[config.mk]
export PLATFORM = sky130hd
export DESIGN_NAME = buck_switch_protection_control
export DESIGN_NICKNAME = d
export VERILOG_FILES = /design/src/include/buck_ctrl_pkg.sv /design/src/logic/buck_switch_protection_control.sv
export SDC_FILE = /design/constraint.sdc
export NUM_CORES = 1
export LEC_CHECK = 0
export BUFFER_PORTS_ARGS = -buffer_cell sky130_fd_sc_hd__buf_2
export CORE_UTILIZATION = 65
export CTS_BUF_LIST = sky130_fd_sc_hd__clkbuf_8
export CTS_CLUSTER_DIAMETER = 40
export DETAILED_ROUTE_END_ITERATION = 7
export PLACE_DENSITY = 0.84
export SLEW_MARGIN = 0
export SYNTH_ARGS = -nofsm -noshare
export SYNTH_HDL_FRONTEND = slang
export SYNTH_SLANG_ARGS = --single-unit
[constraint.sdc]
create_clock -name pclk -period 3.8 [get_ports pclk]
set_clock_uncertainty 0.1 [all_clocks]
set_input_delay 0 -clock pclk [delete_from_list [all_inputs] [get_ports pclk]]
set_output_delay 0 -clock pclk [all_outputs]
set_load 0.02 [all_outputs]
[src/include/buck_ctrl_pkg.sv]
// constants for the step-down switch and protection sequencer
package buck_ctrl_pkg;
   localparam int CLK_MHZ = 200;
   localparam int TON_MIN_NS = 60;
   localparam int TOFF_MIN_NS = 100;
   localparam int BLANK_NS = 40;
   localparam int DEAD_NS = 10;
   localparam int PERIOD_NS = 475;
   localparam int HICCUP_MS = 5;
   localparam int TON_MIN_CYC = (TON_MIN_NS * CLK_MHZ + 999) / 1000;
   localparam int TOFF_MIN_CYC = (TOFF_MIN_NS * CLK_MHZ + 999) / 1000;
   localparam int BLANK_CYC = (BLANK_NS * CLK_MHZ + 999) / 1000;
   localparam int DEAD_CYC = (DEAD_NS * CLK_MHZ + 999) / 1000;
   localparam int PERIOD_CYC = (PERIOD_NS * CLK_MHZ) / 1000;
   localparam int HICCUP_CYC = HICCUP_MS * CLK_MHZ * 1000;
   localparam int OC_LIMIT = 64;
   // register byte offsets
   localparam logic [11:0] CTRL_OFS = 12'h000;
   localparam logic [11:0] STATUS_OFS = 12'h004;
   localparam logic [11:0] IRQ_STAT_OFS = 12'h008;
   localparam logic [11:0] IRQ_EN_OFS = 12'h00C;
   localparam logic [11:0] IRQ_CLR_OFS = 12'h010;
   localparam logic [11:0] OC_CNT_OFS = 12'h014;
   // ctrl fields
   localparam int CTRL_ENABLE_BIT = 0;
   localparam int CTRL_FFF_BIT = 1;
   localparam logic [1:0] CTRL_RESET = 2'h0;
   // event bits
   localparam int EV_HICCUP = 0;
   localparam int EV_THERMAL = 1;
   localparam int EV_UNDERVOLTAGE_LOCKOUT = 2;
   localparam int EV_NEG = 3;
   localparam int EV_VALLEY = 4;
   localparam int EV_W = 5;
   typedef enum logic [2:0] {st_off, st_upper, st_dead_lo, st_lower, st_dead_hi, st_hiccup} phase_t;
endpackage : buck_ctrl_pkg

[src/logic/buck_switch_protection_control.sv]
// switch sequencing, current limits, hiccup and thermal shutdown for a step-down converter
//
// The APB register port and the register offsets were left to the implementer.
`timescale 1ns/1ps
// Function
// - both switches off until bias rail comparator reports above lockout threshold
// - lockout re-entry uses the lower comparator, 400 mV below rising level
// - upper switch stays on at least minimum on-time once turned on
// - upper switch stays off at least minimum off-time before next turn-on
// - at maximum duty, stretch the period so a larger duty is reached
// - peak comparator ignored during blanking after upper switch turns on
// - constant peak clamp ends the on-time in that cycle
// - valley overcurrent at cycle end keeps lower on, withholds next pulse
// - once below valley limit, lower off then upper on after dead time
// - 64 consecutive valley overcurrent cycles start hiccup protection
// - hiccup keeps both switches off for 5 ms then restarts
// - persistent fault repeats the hiccup and retry loop
// - forced fixed-frequency: negative limit turns lower off until next cycle
// - over-temperature above 170 C turns the converter off
// - below 155 C restart the full power-up sequence with soft start
// - bootstrap recharge only while upper is off and lower conducts
// - lower switch turns on only after dead time following upper turn-off
module buck_switch_protection_control
   import buck_ctrl_pkg::*;
#(
   parameter int hiccup_cycles = HICCUP_CYC
)
(
   input wire logic pclk,
   input wire logic presetn,
   input wire logic psel,
   input wire logic penable,
   input wire logic pwrite,
   input wire logic [11:0] paddr,
   input wire logic [31:0] pwdata,
   output logic [31:0] prdata,
   output logic pready,
   output logic pslverr,
   input wire logic bias_above_rise,
   input wire logic bias_above_fall,
   input wire logic temp_above_shutdown,
   input wire logic temp_above_restart,
   input wire logic peak_compare_trip,
   input wire logic upper_peak_current_clamp,
   input wire logic lower_valley_current_limit,
   input wire logic negative_current_limit,
   output logic upper_switch,
   output logic lower_switch,
   output logic boot_refresh,
   output logic soft_start,
   output logic irq
);
   // three-stage synchronisers; stage 1 is read only by stage 2
   logic [7:0] sync1, sync2, sync3, pin;
   logic [7:0] raw;
   assign raw = {negative_current_limit, lower_valley_current_limit, upper_peak_current_clamp,
                 peak_compare_trip, temp_above_restart, temp_above_shutdown, bias_above_fall, bias_above_rise};
   always_ff @(posedge pclk or negedge presetn)
   begin
      if (!presetn)
      begin
         sync1 <= 8'h00;
         sync2 <= 8'h00;
         sync3 <= 8'h00;
      end
      else
      begin
         sync1 <= raw;
         sync2 <= sync1;
         sync3 <= sync2;
      end
   end
   genvar gi;
   generate
      for (gi = 0; gi < 8; gi++)
      begin : g_pin
         always_ff @(posedge pclk or negedge presetn)
         begin
            if (!presetn)
               pin[gi] <= 1'b0;
            else if (sync2[gi] == sync3[gi])
               pin[gi] <= sync3[gi];
         end
      end
   endgenerate
   logic rail_rise, rail_fall, hot, warm, peak_trip, clamp_trip, valley_oc, neg_oc;
   assign {neg_oc, valley_oc, clamp_trip, peak_trip, warm, hot, rail_fall, rail_rise} = pin;

   // registers
   logic [1:0] ctrl;
   logic [EV_W-1:0] irq_stat, irq_en, ev;
   logic [6:0] oc_count;
   phase_t phase;
   logic rail_ok, thermal_off;
   logic wr_en, rd_en;
   assign wr_en = psel && penable && pwrite;
   // read data captured in the setup cycle so it stands through the zero-wait access phase
   assign rd_en = psel && !penable && !pwrite;
   assign pready = 1'b1;
   logic addr_ok;
   assign addr_ok = paddr == CTRL_OFS || paddr == STATUS_OFS || paddr == IRQ_STAT_OFS ||
                    paddr == IRQ_EN_OFS || paddr == IRQ_CLR_OFS || paddr == OC_CNT_OFS;
   assign pslverr = psel && penable && !addr_ok;

   always_ff @(posedge pclk or negedge presetn)
   begin
      if (!presetn)
         ctrl <= CTRL_RESET;
      else if (wr_en && paddr == CTRL_OFS)
         ctrl <= pwdata[1:0];
   end
   always_ff @(posedge pclk or negedge presetn)
   begin
      if (!presetn)
         irq_en <= '0;
      else if (wr_en && paddr == IRQ_EN_OFS)
         irq_en <= pwdata[EV_W-1:0];
   end
   // set wins over a simultaneous clear
   always_ff @(posedge pclk or negedge presetn)
   begin
      if (!presetn)
         irq_stat <= '0;
      else if (wr_en && paddr == IRQ_CLR_OFS)
         irq_stat <= (irq_stat & ~pwdata[EV_W-1:0]) | ev;
      else
         irq_stat <= irq_stat | ev;
   end
   assign irq = |(irq_stat & irq_en);

   always_ff @(posedge pclk or negedge presetn)
   begin
      if (!presetn)
         prdata <= 32'h0000_0000;
      else if (rd_en)
      begin
         unique case (paddr)
            CTRL_OFS: prdata <= {30'h0, ctrl};
            STATUS_OFS: prdata <= {26'h0, thermal_off, rail_ok, 1'b0, phase};
            IRQ_STAT_OFS: prdata <= {27'h0, irq_stat};
            IRQ_EN_OFS: prdata <= {27'h0, irq_en};
            OC_CNT_OFS: prdata <= {25'h0, oc_count};
            default: prdata <= 32'h0000_0000;
         endcase
      end
   end

   // bias rail lockout with hysteresis: on via rise comparator, off only via lower one
   always_ff @(posedge pclk or negedge presetn)
   begin
      if (!presetn)
         rail_ok <= 1'b0;
      else if (!rail_fall)
         rail_ok <= 1'b0;
      else if (rail_rise)
         rail_ok <= 1'b1;
   end
   // thermal latch, released only at the lower trip point
   always_ff @(posedge pclk or negedge presetn)
   begin
      if (!presetn)
         thermal_off <= 1'b0;
      else if (hot)
         thermal_off <= 1'b1;
      else if (!warm)
         thermal_off <= 1'b0;
   end
   logic run;
   assign run = rail_ok && !thermal_off && ctrl[CTRL_ENABLE_BIT];

   // switching period oscillator; stretched while upper is still held on
   logic [15:0] per_cnt, on_cnt, off_cnt;
   logic [31:0] hic_cnt;
   logic cycle_end;
   assign cycle_end = per_cnt >= 16'(PERIOD_CYC - 1);
   always_ff @(posedge pclk or negedge presetn)
   begin
      if (!presetn)
         per_cnt <= 16'h0000;
      else if (phase == st_off || phase == st_hiccup)
         per_cnt <= 16'h0000;
      else if (cycle_end && phase != st_upper)
         per_cnt <= 16'h0000;
      else if (!cycle_end)
         per_cnt <= per_cnt + 16'h0001;
   end

   logic upper_may_end, cycle_start;
   // peak comparator counts only after blanking and minimum on-time
   assign upper_may_end = on_cnt >= 16'(TON_MIN_CYC) && on_cnt >= 16'(BLANK_CYC);
   assign cycle_start = cycle_end && phase != st_upper;

   always_ff @(posedge pclk or negedge presetn)
   begin
      if (!presetn)
         on_cnt <= 16'h0000;
      else if (phase == st_upper)
         on_cnt <= on_cnt + 16'h0001;
      else
         on_cnt <= 16'h0000;
   end
   always_ff @(posedge pclk or negedge presetn)
   begin
      if (!presetn)
         off_cnt <= 16'h0000;
      else if (phase == st_upper)
         off_cnt <= 16'h0000;
      else if (off_cnt != 16'hFFFF)
         off_cnt <= off_cnt + 16'h0001;
   end

   logic [15:0] dead_cnt;
   logic neg_hold;
   logic valley_held;
   always_ff @(posedge pclk or negedge presetn)
   begin
      if (!presetn)
         phase <= st_off;
      else if (!run)
         phase <= st_off;
      else
      begin
         unique case (phase)
            st_off: phase <= st_dead_hi;
            st_upper:
               // maximum duty means on until both minimum on-time and blanking have passed and the comparator trips
               if (upper_may_end && (peak_trip || clamp_trip))
                  phase <= st_dead_lo;
            st_dead_lo:
               if (dead_cnt >= 16'(DEAD_CYC - 1))
                  phase <= st_lower;
            st_lower:
               if (oc_count >= 7'(OC_LIMIT))
                  phase <= st_hiccup;
               else if (!valley_oc && (cycle_start || valley_held))
                  phase <= st_dead_hi;
            st_dead_hi:
               if (dead_cnt >= 16'(DEAD_CYC - 1) && off_cnt >= 16'(TOFF_MIN_CYC))
                  phase <= st_upper;
            st_hiccup:
               if (hic_cnt >= 32'(hiccup_cycles - 1))
                  phase <= st_off;
         endcase
      end
   end
   always_ff @(posedge pclk or negedge presetn)
   begin
      if (!presetn)
         dead_cnt <= 16'h0000;
      else if (phase == st_dead_lo || phase == st_dead_hi)
         dead_cnt <= dead_cnt + 16'h0001;
      else
         dead_cnt <= 16'h0000;
   end
   always_ff @(posedge pclk or negedge presetn)
   begin
      if (!presetn)
         hic_cnt <= 32'h0000_0000;
      else if (phase == st_hiccup)
         hic_cnt <= hic_cnt + 32'h0000_0001;
      else
         hic_cnt <= 32'h0000_0000;
   end
   // consecutive valley overcurrent cycles
   always_ff @(posedge pclk or negedge presetn)
   begin
      if (!presetn)
         oc_count <= 7'h00;
      else if (phase == st_off || phase == st_hiccup)
         oc_count <= 7'h00;
      else if (cycle_start && phase == st_lower)
      begin
         if (valley_oc)
            oc_count <= oc_count + 7'h01;
         else
            oc_count <= 7'h00;
      end
   end
   // negative limit holds lower off until the next period begins
   always_ff @(posedge pclk or negedge presetn)
   begin
      if (!presetn)
         neg_hold <= 1'b0;
      else if (phase != st_lower || cycle_start)
         neg_hold <= 1'b0;
      else if (ctrl[CTRL_FFF_BIT] && neg_oc)
         neg_hold <= 1'b1;
   end
   // lower held past a period end; released as soon as the valley clears, not a period later
   always_ff @(posedge pclk or negedge presetn)
   begin
      if (!presetn)
         valley_held <= 1'b0;
      else if (phase != st_lower)
         valley_held <= 1'b0;
      else if (cycle_start && valley_oc)
         valley_held <= 1'b1;
   end
   // soft start requested on each fresh start from off
   always_ff @(posedge pclk or negedge presetn)
   begin
      if (!presetn)
         soft_start <= 1'b0;
      else
         soft_start <= run && phase == st_off;
   end
   always_ff @(posedge pclk or negedge presetn)
   begin
      if (!presetn)
      begin
         upper_switch <= 1'b0;
         lower_switch <= 1'b0;
         boot_refresh <= 1'b0;
      end
      else
      begin
         upper_switch <= run && phase == st_upper;
         lower_switch <= run && phase == st_lower && !(neg_hold || (ctrl[CTRL_FFF_BIT] && neg_oc));
         boot_refresh <= run && phase == st_lower && !(neg_hold || (ctrl[CTRL_FFF_BIT] && neg_oc));
      end
   end
   logic rail_ok_d, thermal_d;
   always_ff @(posedge pclk or negedge presetn)
   begin
      if (!presetn)
      begin
         rail_ok_d <= 1'b0;
         thermal_d <= 1'b0;
      end
      else
      begin
         rail_ok_d <= rail_ok;
         thermal_d <= thermal_off;
      end
   end
   always_comb
   begin
      ev = '0;
      ev[EV_HICCUP] = phase == st_lower && run && oc_count >= 7'(OC_LIMIT);
      ev[EV_THERMAL] = thermal_off && !thermal_d;
      ev[EV_UNDERVOLTAGE_LOCKOUT] = rail_ok_d && !rail_ok;
      ev[EV_NEG] = ctrl[CTRL_FFF_BIT] && neg_oc && phase == st_lower && !neg_hold;
      ev[EV_VALLEY] = cycle_start && phase == st_lower && valley_oc;
   end
endmodule : buck_switch_protection_control

# After elaboration in Yosys (flattened, before gate mapping)
# Cells that the tools add are included.
dict set report op_classes {
  n_addsub 6
  magnitude_cmp 7
  n_eq_ne 29
  n_mux 29
  bitwise 5
  n_reduce_logical 56
}
# operator count
set op_table {}
lappend op_table {{2-to-1 mux 16 bit} 7}
lappend op_table {{adder 16 x 1 -> 16 bit, second input constant} 4}
lappend op_table {{case mux 7 bit (5 select lines)} 1}
lappend op_table {{adder 32 x 1 -> 32 bit, second input constant} 1}
lappend op_table {{greater-or-equal comparator 16 x 4 -> 1 bit, second input constant} 2}
lappend op_table {{greater-or-equal comparator 32 x 20 -> 1 bit, second input constant} 1}
lappend op_table {{2-to-1 mux 32 bit} 1}
lappend op_table {{logical AND 1 bit} 28}
lappend op_table {{equality test 12 x 4 -> 1 bit, second input constant} 2}
lappend op_table {{equality test 12 x 5 -> 1 bit, second input constant} 2}
lappend op_table {{2-to-1 mux 3 bit} 7}
lappend op_table {{2-to-1 mux 7 bit} 3}
lappend op_table {{case mux 3 bit (6 select lines)} 1}
lappend op_table {{greater-or-equal comparator 16 x 1 -> 1 bit, second input constant} 1}
lappend op_table {{greater-or-equal comparator 16 x 5 -> 1 bit, second input constant} 1}
lappend op_table {{greater-or-equal comparator 16 x 7 -> 1 bit, second input constant} 1}
lappend op_table {{inequality test 16 bit, second input constant} 1}
lappend op_table {{equality test 12 x 3 -> 1 bit, second input constant} 1}
lappend op_table {{zero test 12 bit} 1}
lappend op_table {{logical OR 1 bit} 11}
lappend op_table {{bitwise AND 5 bit} 2}
lappend op_table {{bitwise OR 5 bit} 2}
lappend op_table {{zero test 1 bit} 9}
lappend op_table {{inequality test 3 x 2 -> 1 bit, second input constant} 3}
lappend op_table {{other kinds (17)} 39}
dict set report word_totals {
  ff_bits 191
  inputBits 57
  out_inout_bits 39
  elab_cells 163
}

# Longest topological paths before layout
# Gate-level depths: netlist (run 1).
dict set report logic_depth {
  word_depth 8
  ltp_mapped 9
  ltp_nobuf 8
}

# Least setup slack after synthesis (run 1)
# OpenSTA, ideal clock, no wires.
dict set report synth_timing {
  kind {reg2reg}
  startpoint {register hic_cnt[0]}
  endpoint {register phase[0]}
  setup_ps 128
  arrival_ps 1752
  t_required_ps 3572
  path_slack_ps 1820
  stages_incl_launch_ff 8
  n_path_buf 0
  period_less_slack_ps 1980
  cell_sequence {dfrtp_1 -> ha_1 -> and4_1 -> a211oi_1 -> o211ai_1 -> a31o_1 -> nand2_1 -> mux2_1}
}
dict set report synth_via {
  elab_chain_len 3
}
# item line
set synth_rtl {}
lappend synth_rtl {{start, declared} buck_switch_protection_control.sv:173} ;# logic [31:0] hic_cnt;
lappend synth_rtl {{start signal, assigned} buck_switch_protection_control.sv:260} ;# hic_cnt <= hic_cnt + 32'h0000_0001;
lappend synth_rtl {{greater-or-equal comparator 32 x 20 -> 1 bit} buck_switch_protection_control.sv:241} ;# if (hic_cnt >= 32'(hiccup_cycles - 1))
lappend synth_rtl {{inequality test 3 x 2 -> 1 bit (no source line)} n/a}
lappend synth_rtl {{AND reduction 5 bit (no source line)} n/a}
lappend synth_rtl {{end signal, assigned} buck_switch_protection_control.sv:236} ;# phase <= st_dead_hi;
lappend synth_rtl {{end signal, assigned} buck_switch_protection_control.sv:239} ;# phase <= st_upper;
lappend synth_rtl {{end signal, assigned} buck_switch_protection_control.sv:242} ;# phase <= st_off;
lappend synth_rtl {{end, declared} buck_switch_protection_control.sv:93} ;# phase_t phase;
# Every way passes these cells.
# A chain may end at the register's enable or synchronous reset.

# Worst setup path after layout (run 1)
dict set report layout_timing {
  startpoint {register phase[1]}
  endpoint {register phase[0]}
}
dict set report layout_via {
  elab_chain_len 6
  word_cells_on_any_way 18
  classes_between {11 x eq/ne; 2 x mux; 5 x reduce/logical}
}
# item line
set layout_rtl {}
lappend layout_rtl {{start signal, assigned} buck_switch_protection_control.sv:218} ;# phase <= st_off;
lappend layout_rtl {{start signal, assigned} buck_switch_protection_control.sv:220} ;# phase <= st_off;
lappend layout_rtl {{start signal, assigned} buck_switch_protection_control.sv:224} ;# st_off: phase <= st_dead_hi;
lappend layout_rtl {{inequality test 3 x 1 -> 1 bit} buck_switch_protection_control.sv:191} ;# assign cycle_start = cycle_end && phase != st_upper;
lappend layout_rtl {{logical AND 1 bit} buck_switch_protection_control.sv:191}
lappend layout_rtl {{logical OR 1 bit} buck_switch_protection_control.sv:235} ;# else if (!valley_oc && (cycle_start || valley_held))
lappend layout_rtl {{logical AND 1 bit} buck_switch_protection_control.sv:235}
lappend layout_rtl {{inequality test 4 bit (no source line)} n/a}
lappend layout_rtl {{AND reduction 5 bit (no source line)} n/a}
# Parallel ways exist; a longest one is shown, timed or not.

==> results of run 1 <==
[cell type report]
type                            count  area [um^2]
Multi-Input combinational cell    557         3420
Timing Repair Buffer               69          487
Sequential cell                   166         4150
Fill cell                         783         2890
Clock buffer                       20          275
Clock inverter                     10          108
Tap cell                          143          179
Inverter                           28          105
[power by group]
part           switching (W)  leakage (nW)  internal, W
logic               0.000101          1.48    0.0000533
clock network       0.000595         0.203     0.000622
registers          0.0000262          2.19      0.00180
[logic make-up (layout without fill, tap and decap cells)]
logic type / count (synthesis) / count (layout) / synth area share
AO/OA/AOI/OAI: 104 / 104 / 0.0839
XOR/XNOR: 65 / 65 / 0.0720
adder cells (fa/ha/maj): 19 / 19 / 0.0275
buffers and inverters: 78 / 127 / 0.0535
flip-flops: 166 / 166 / 0.525
multiplexers: 20 / 20 / 0.0266
other: 2 / 26 / 0.000950
AND/OR/NAND/NOR: 323 / 323 / 0.210
[through the flow]
step           total power (W)   util  setup slack (ps)
5_1_grt                0.00331  0.752               834
4_1_cts                0.00322  0.752              1080
3_3_place_gp           0.00199  0.700              1210
3_5_place_dp           0.00199  0.700              1110
2_1_floorplan          0.00194      -              1820
6_report               0.00320  0.752              1070
[layer usage]
layer | routed length, um | global-route usage
met4 | 340 | 0.109
met1 | 6670 | 0.330
met2 | 7580 | 0.443
met3 | 609 | 0.0589
met5 | 0 | 0
[sequential cells by signal, summed over array words and instances, names as in the netlist, 2 cells and up]
signal / cells
hic_cnt: 32
dead_cnt: 16
off_cnt: 16
on_cnt: 16
per_cnt: 16
sync1: 8
sync2: 8
sync3: 8
oc_count: 7
prdata: 7
irq_en: 5
irq_stat: 5
phase: 3
ctrl: 2
[layout by cell type, fill, tap and decap left out, types with 13 or more instances in the layout]
cell type / instances
xor2_1: 42
xnor2_1: 23
o21ai_0: 33
nor2_1: 110
and3_1: 18
clkbuf_8: 20
conb_1: 26
inv_1: 30
nor3_1: 14
nor4_1: 19
buf_2: 41
nand3_1: 36
nand2_1: 51
a21oi_1: 23
dlygate4sd3_1: 22
dfrtp_1: 166
nand4_1: 13
[worst reg2reg max path, cell delays in order (launching register included)]
cell and delay [ps]:
dfrtp_1 790, nand2b_1 230, a21o_1 510, o22ai_1 200, a211oi_2 320, nand2_1 130, mux2_1 330
[path summary, 6_finish.rpt]
kind	endpoint	cells after the start
max reg2reg	phase[0]	6
max in group asynchronous	off_cnt[7]	3
max	phase[0]	6
min in group pclk	prdata[5]	5
min reg2reg	sync2[1]	0
min	warm	2
[repair_timing]
item | CTS | global route
endpoints found under the hold margin | 110 | 0
gates resized for setup | 0 | 0
hold buffers | 22 | 0
==> flow_summary.toml, run 1 <==
[logic_synthesis]
synth_cells = 777
syn_area_mm2 = 0.00791
synth_area_leaders = "dfrtp_1, nor2_1, xor2_1"
async_reset_ff_frac = 1.00
yosysTopAreaCell = "dfrtp_1"
synth-edff-count = 0
synthTopCellsByCount = "dfrtp_1, nor2_1, nand2_1"
ys_seq_area_frac = 0.525
syn_area_per_cell_um2 = 10.2
yosys.area.top_type_share = 0.525
synth.distinct_cells = 70
ys_ff_latch = 166
synth_warnings = 0
synth_top_flop_cell = "dfrtp_1"
yosysMostFrequentCell = "dfrtp_1"

[pwr]
ir_worst_vdd_v = 0.000457
p_leak_nw = 3.87
p_per_area_mw_per_mm2 = 366

[timing]
drv_slew = 0
holdWs_ps = 47.3
fin_crit_sh = 0.718
finalSetupTns_ps = 0
fmax_ghz = 0.367
relSlewSlack = 0.445
final.min_clock_period_ps = 2730
hold_viol = 0
tightestPinTransition_ps = 832
setup-violations-final = 0
rsz0062_at_grt = "false"

[setup_path]
cpPeakStageDelay_ps = 790
r2r-start = "phase[1]"
start_kind = "register"
worst-setup-path-type = "register to register"
cp_num_buf_inv = 0
arrival_ps = 2960
path_max_fanout = 22
crit_path_cell_trace = "nand2b_1, a21o_1, o22ai_1, a211oi_2, nand2_1, mux2_1"
path_delay_family = "compound AO/OA/AOI/OAI gates"
critPathCaptureType = "register"
required_ps = 4040
crit_path_top_delay_cell = "dfrtp_1"
startpoint = "phase[1]"
ff2ff_setup_slack_ps = 1070

[global_routing]
antenna_found_initial = 0
grt_max_degree = 85
grt_pass1_vias = 5724
grt_pass1_wl_um = 26200
grt.overflow.total = 0
grt_use_total = 0.263

[floorplanning]
start_util = 0.681
io_pins = 96
dieHeight_um = 112
die_w_um = 112
rows = 39
die_area_mm2 = 0.0126
design.core.area_mm2 = 0.0116

[job]
maxCapViolations = 0

[cts]
cts_buffers = 17
cts_tree = "done"
clock_latency_ps = 460
cts_setup_buffers = 0
clkTransAtPathRegs_ps = 80
cts_root_buffer = "clkbuf_8"
htree_num_levels = 4
clockBufferDepth = 2
clock-sinks = 166

[detailed_routing]
vias = 5820
wirelength_um = 15200
drt_iter0_markers = 577
dr.pass1.iters = 7
vias_per_cell = 5.86
wl_per_cell_um = 15.3
drc_errors = 9
ant_nets = 0

[worst_hold_path]
holdCritPathClass = "primary input to async pin"

[layout]
drive_above_1_share = 0.113
syn2layout_area_growth_pct = 10.4
finalInstanceArea_mm2 = 0.00873
final_cells = 993
n_antenna_cell = 0
num-nets-final = 907

[placed_design]
placed_area_mm2 = 0.00813
port_buffers = 42
place_inst = 941
dpl.hpwl_um = 9980
place_congestion = 0.883

[status]
violations = "DRC"
status = "finished with violations"
(Power assumes the default switching activity.)
==> run 2, diff against run 1 <==
- CORE_UTILIZATION: 65 -> 60
- PLACE_DENSITY: 0.84 -> 0.78
- clock period: 3.8 -> 2.51 ns (I/O delays scaled with it)
==> run 2 against run 1 <==
Flip-flop and latch count unchanged. First-iteration DRC count down 52%. Cell count up 3.6%. The flow finishes with violations (hold timing). Register-to-register slack worse by 780 ps. Sequential share of layout area down 0.57 points.
==> flow_summary.toml, run 2 (same netlist as run 1, synthesis figures left out) <==
[cts]
clkTransAtPathRegs_ps = 80
cts_setup_buffers = 0
clockBufferDepth = 2
clock-sinks = 166
clock_latency_ps = 460
cts_buffers = 17
cts_tree = "done"
cts_root_buffer = "clkbuf_8"
htree_num_levels = 4

[global_routing]
antenna_found_initial = 0
grt_max_degree = 73
grt.overflow.total = 0
grt_pass1_wl_um = 25500
grt_pass1_vias = 5692
grt_use_total = 0.242

[setup_path]
worst-setup-path-type = "register to register"
start_kind = "register"
critPathCaptureType = "register"
path_max_fanout = 11
required_ps = 2750
arrival_ps = 2450

[floorplanning]
rows = 41
design.core.area_mm2 = 0.0127
die_w_um = 117
start_util = 0.622
die_area_mm2 = 0.0136
io_pins = 96
dieHeight_um = 117

[timing]
rsz0062_at_grt = "false"
fin_crit_sh = 0.882
holdWs_ps = -16.1
drv_slew = 0
setup-violations-final = 0
relSlewSlack = 0.609
final.min_clock_period_ps = 2210
finalSetupTns_ps = 0
fmax_ghz = 0.452
tightestPinTransition_ps = 587
hold_viol = 8

[detailed_routing]
wl_per_cell_um = 14.5
wl_met2_um = 7550
met1_length_um = 6470
vias = 5739
dr_wl_met3_um = 550
wirelength_um = 14900
ant_nets = 0
dr.pass1.iters = 5
drt_iter0_markers = 276
top_layer_used = "met4"
vias_per_cell = 5.58
drc_errors = 0

[status]
violations = "hold timing"
status = "finished with violations"

[layout]
final_common_cell = "dfrtp_1"
final_cell_mix = "dfrtp_1, nor2_1, nand2_1"
drive_above_1_share = 0.123
final_cells = 1029
regMostFlops = "hic_cnt"
largest_reg_flops = 32
syn2layout_area_growth_pct = 11.7
num-nets-final = 915
fillers = 956
seq_area_mm2 = 0.00415
multi_input_area_mm2 = 0.00342
n_antenna_cell = 0

[pwr]
p_leak_nw = 3.90
ir_worst_vdd_v = 0.000489
p_total_w = 0.00489
p_per_area_mw_per_mm2 = 554

[worst_hold_path]
holdCritPathClass = "primary input to async pin"

[placed_design]
place_inst = 979
place_congestion = 0.817
port_buffers = 42
dpl.hpwl_um = 10300

[job]
maxCapViolations = 0
[run 2: timing repair]
| item | 4_1_cts | 5_1_grt |
|---|---|---|
| resized for setup | 0 | 0 |
| endpoints found under the hold margin | 193 | 0 |
| hold buffers | 21 | 0 |
[run 2: layout make-up]
class / instances / area share
Clock inverter: 10 / 0.0150
Inverter: 28 / 0.0119
Clock buffer: 19 / 0.0296
Multi-Input combinational cell: 557 / 0.387
Sequential cell: 166 / 0.470
Tap cell: 172 / 0.0244
Timing Repair Buffer: 77 / 0.0616
[run 2: critical path, cell delays in order, from the launching register on]
cell	delay, ps
dfrtp_1	520
nor3b_4	390
nor4_1	110
a2111oi_2	430
a211oi_2	120
nand2_1	110
mux2_1	320
[run 2: worst paths after layout]
kind	from	to	slack (ps)	cells after the start
worst max-delay path	phase[1]	phase[0]	300	6
worst min-delay path	presetn	dead_cnt[8]	-20	2
worst max register to register	phase[1]	phase[0]	300	6
worst min register to register	sync1[7]	sync2[7]	250	0
max in group asynchronous	presetn	hic_cnt[29]	1520	3
min in group pclk	paddr[10]	prdata[6]	50	6
[run 2: per-layer routing]
metal  vias to the layer above  track usage
met4                         0        0.121
met2                       145        0.413
met3                        26       0.0458
met1                      2789        0.297
met5                         -            0
li1                       2779            -
[run 2: metrics by stage]
stage,worst slack (ps),util,hold WS (ps),area (um^2)
after global routing,183,0.694,41.2,8830
final,297,0.694,-16.1,8830
after floorplan,530,-,-396,8000
after detailed placement,285,0.647,-73.1,8230
after CTS,273,0.694,0.107,8830
after global placement,334,0.647,-85.2,8230
[run 2: power by group]
group / switching (W) / internal [W]
combinational: 0.000147 / 0.0000817
clock: 0.000892 / 0.00101
sequential: 0.0000325 / 0.00273
==> run 3, diff against run 2 <==
- CORE_UTILIZATION: 60 -> 25
- PLACE_DENSITY: 0.78 -> 0.37
==> run 3 against run 2 <==
The run ends with DRC left. Die area increased by 140%. Largest power group unchanged. Core utilization fell by 39 points. Register-to-register slack about the same. Flip-flop and latch count did not move. Via count is 3.7% lower. Worst setup slack improved by 12 ps. Clock power up 11%. Maximum frequency grew 0.53%. Wire length rose by 14%. Combinational power increased by 11%. Critical path type unchanged.
==> flow_summary.toml, run 3 (same netlist as run 1, synthesis figures left out) <==
[status]
status = "finished with violations"
violations = "DRC"

[timing]
fin_crit_sh = 0.877
drv_slew = 0
tightestPinTransition_ps = 535
rsz0062_at_grt = "false"
relSlewSlack = 0.640
finalSetupTns_ps = 0
setup-violations-final = 0
holdWs_ps = 34.1
fmax_ghz = 0.454
hold_viol = 0
final.min_clock_period_ps = 2200

[layout]
final_common_cell = "dfrtp_1"
drive_above_1_share = 0.136
largest_reg_flops = 32
regMostFlops = "hic_cnt"
utilization = 0.300
n_antenna_cell = 0
syn2layout_area_growth_pct = 16.9
num-nets-final = 924
final_cell_mix = "dfrtp_1, nor2_1, nand2_1"

[cts]
clkTransAtPathRegs_ps = 100
clock-sinks = 166
htree_num_levels = 4
cts_root_buffer = "clkbuf_8"
cts_buffers = 17
clock_latency_ps = 460
cts_tree = "done"
clockBufferDepth = 2

[floorplanning]
rows = 64
dieHeight_um = 180
design.core.area_mm2 = 0.0308
start_util = 0.256
die_w_um = 180
die_area_mm2 = 0.0323
io_pins = 96

[setup_path]
arrival_ps = 2450
critPathCaptureType = "register"
required_ps = 2760
rr_worst_depth = 7
worst-setup-path-type = "register to register"
r2r-end = "phase[0]"
path_max_fanout = 4
ff2ff_setup_slack_ps = 310
start_kind = "register"
r2r-start = "hic_cnt[0]"

[placed_design]
dpl.hpwl_um = 11500
place_congestion = 0.729
port_buffers = 42

[detailed_routing]
vias = 5528
drt_iter0_markers = 284
wirelength_um = 17000
dr.pass1.iters = 8
vias_per_cell = 4.37
wl_per_cell_um = 13.4
ant_nets = 0
drc_errors = 12

[pwr]
p_leak_nw = 3.98
p_per_area_mw_per_mm2 = 553
ir_worst_vdd_v = 0.000271

[global_routing]
grt.overflow.total = 0
grt_max_degree = 53
grt_use_total = 0.113
grt_pass1_vias = 5680
grt_pass1_wl_um = 29300
antenna_found_initial = 0

[job]
maxCapViolations = 0

[worst_hold_path]
holdCritPathClass = "primary input to async pin"
## run 3: changes by cell type in the layout (fill, tap and decap cells not counted), sizes merged
cell / previous run / this run
buf: 56 / 65
inv: 29 / 36
clkbuf: 19 / 17
clkinvlp: 2 / 0
## run 3: how the worst max path moves through the flow
stage          startpoint  cells past startpoint  slack [ps]           to
2_1_floorplan  hic_cnt[0]                      7         530     phase[0]
3_3_place_gp   hic_cnt[0]                      7         270     phase[0]
3_5_place_dp   hic_cnt[0]                      7         260     phase[0]
4_1_cts        hic_cnt[0]                      7         250     phase[0]
5_1_grt        per_cnt[0]                      8         120  per_cnt[15]
6_report       hic_cnt[0]                      7         310     phase[0]
## run 3: routing by layer
| layer | up-vias | track usage | wire length (um) |
|---|---|---|---|
| met5 | - | 0 | 0 |
| met1 | 2635 | 0.151 | 8530 |
| li1 | 2789 | - | - |
| met4 | 0 | 0.0421 | 295 |
| met3 | 17 | 0.0245 | 491 |
| met2 | 87 | 0.178 | 7700 |
## run 3: stage by stage
step | worst slack, ps | instance area (um^2) | total power, W | cells
floorplan | 530 | 8000 | 0.00294 | 801
global placement | 270 | 8580 | 0.00304 | 1211
detailed placement | 256 | 8580 | 0.00304 | 1211
CTS | 255 | 9240 | 0.00523 | 1265
global route | 121 | 9240 | 0.00536 | 1265
finish | 309 | 9240 | 0.00511 | 1265
## run 3: area by class of cell
class                           instances  area (um^2)
Timing Repair Buffer                   86          644
Sequential cell                       166         4150
Multi-Input combinational cell        557         3420
Fill cell                            3191        21600
Tap cell                              396          495
Clock inverter                         15          190
Clock buffer                           17          234
Inverter                               28          105
## run 3: power by group
group	switching [W]	internal (W)
Sequential	0.0000272	0.00273
Clock	0.00109	0.00101
Combinational	0.000160	0.0000942
## run 3: repair_timing
action                    CTS  global route
setup buffers               0             0
hold endpoints to repair  193             0
hold buffers               22             0
resized for setup           0             0
## run 3: critical path, stage by stage, from the launching register on
cell,delay (ps)
dfrtp_1,410
ha_1,240
and4_1,240
a211oi_1,270
o211ai_1,140
a31o_1,280
nand2_1,100
mux2_1,320
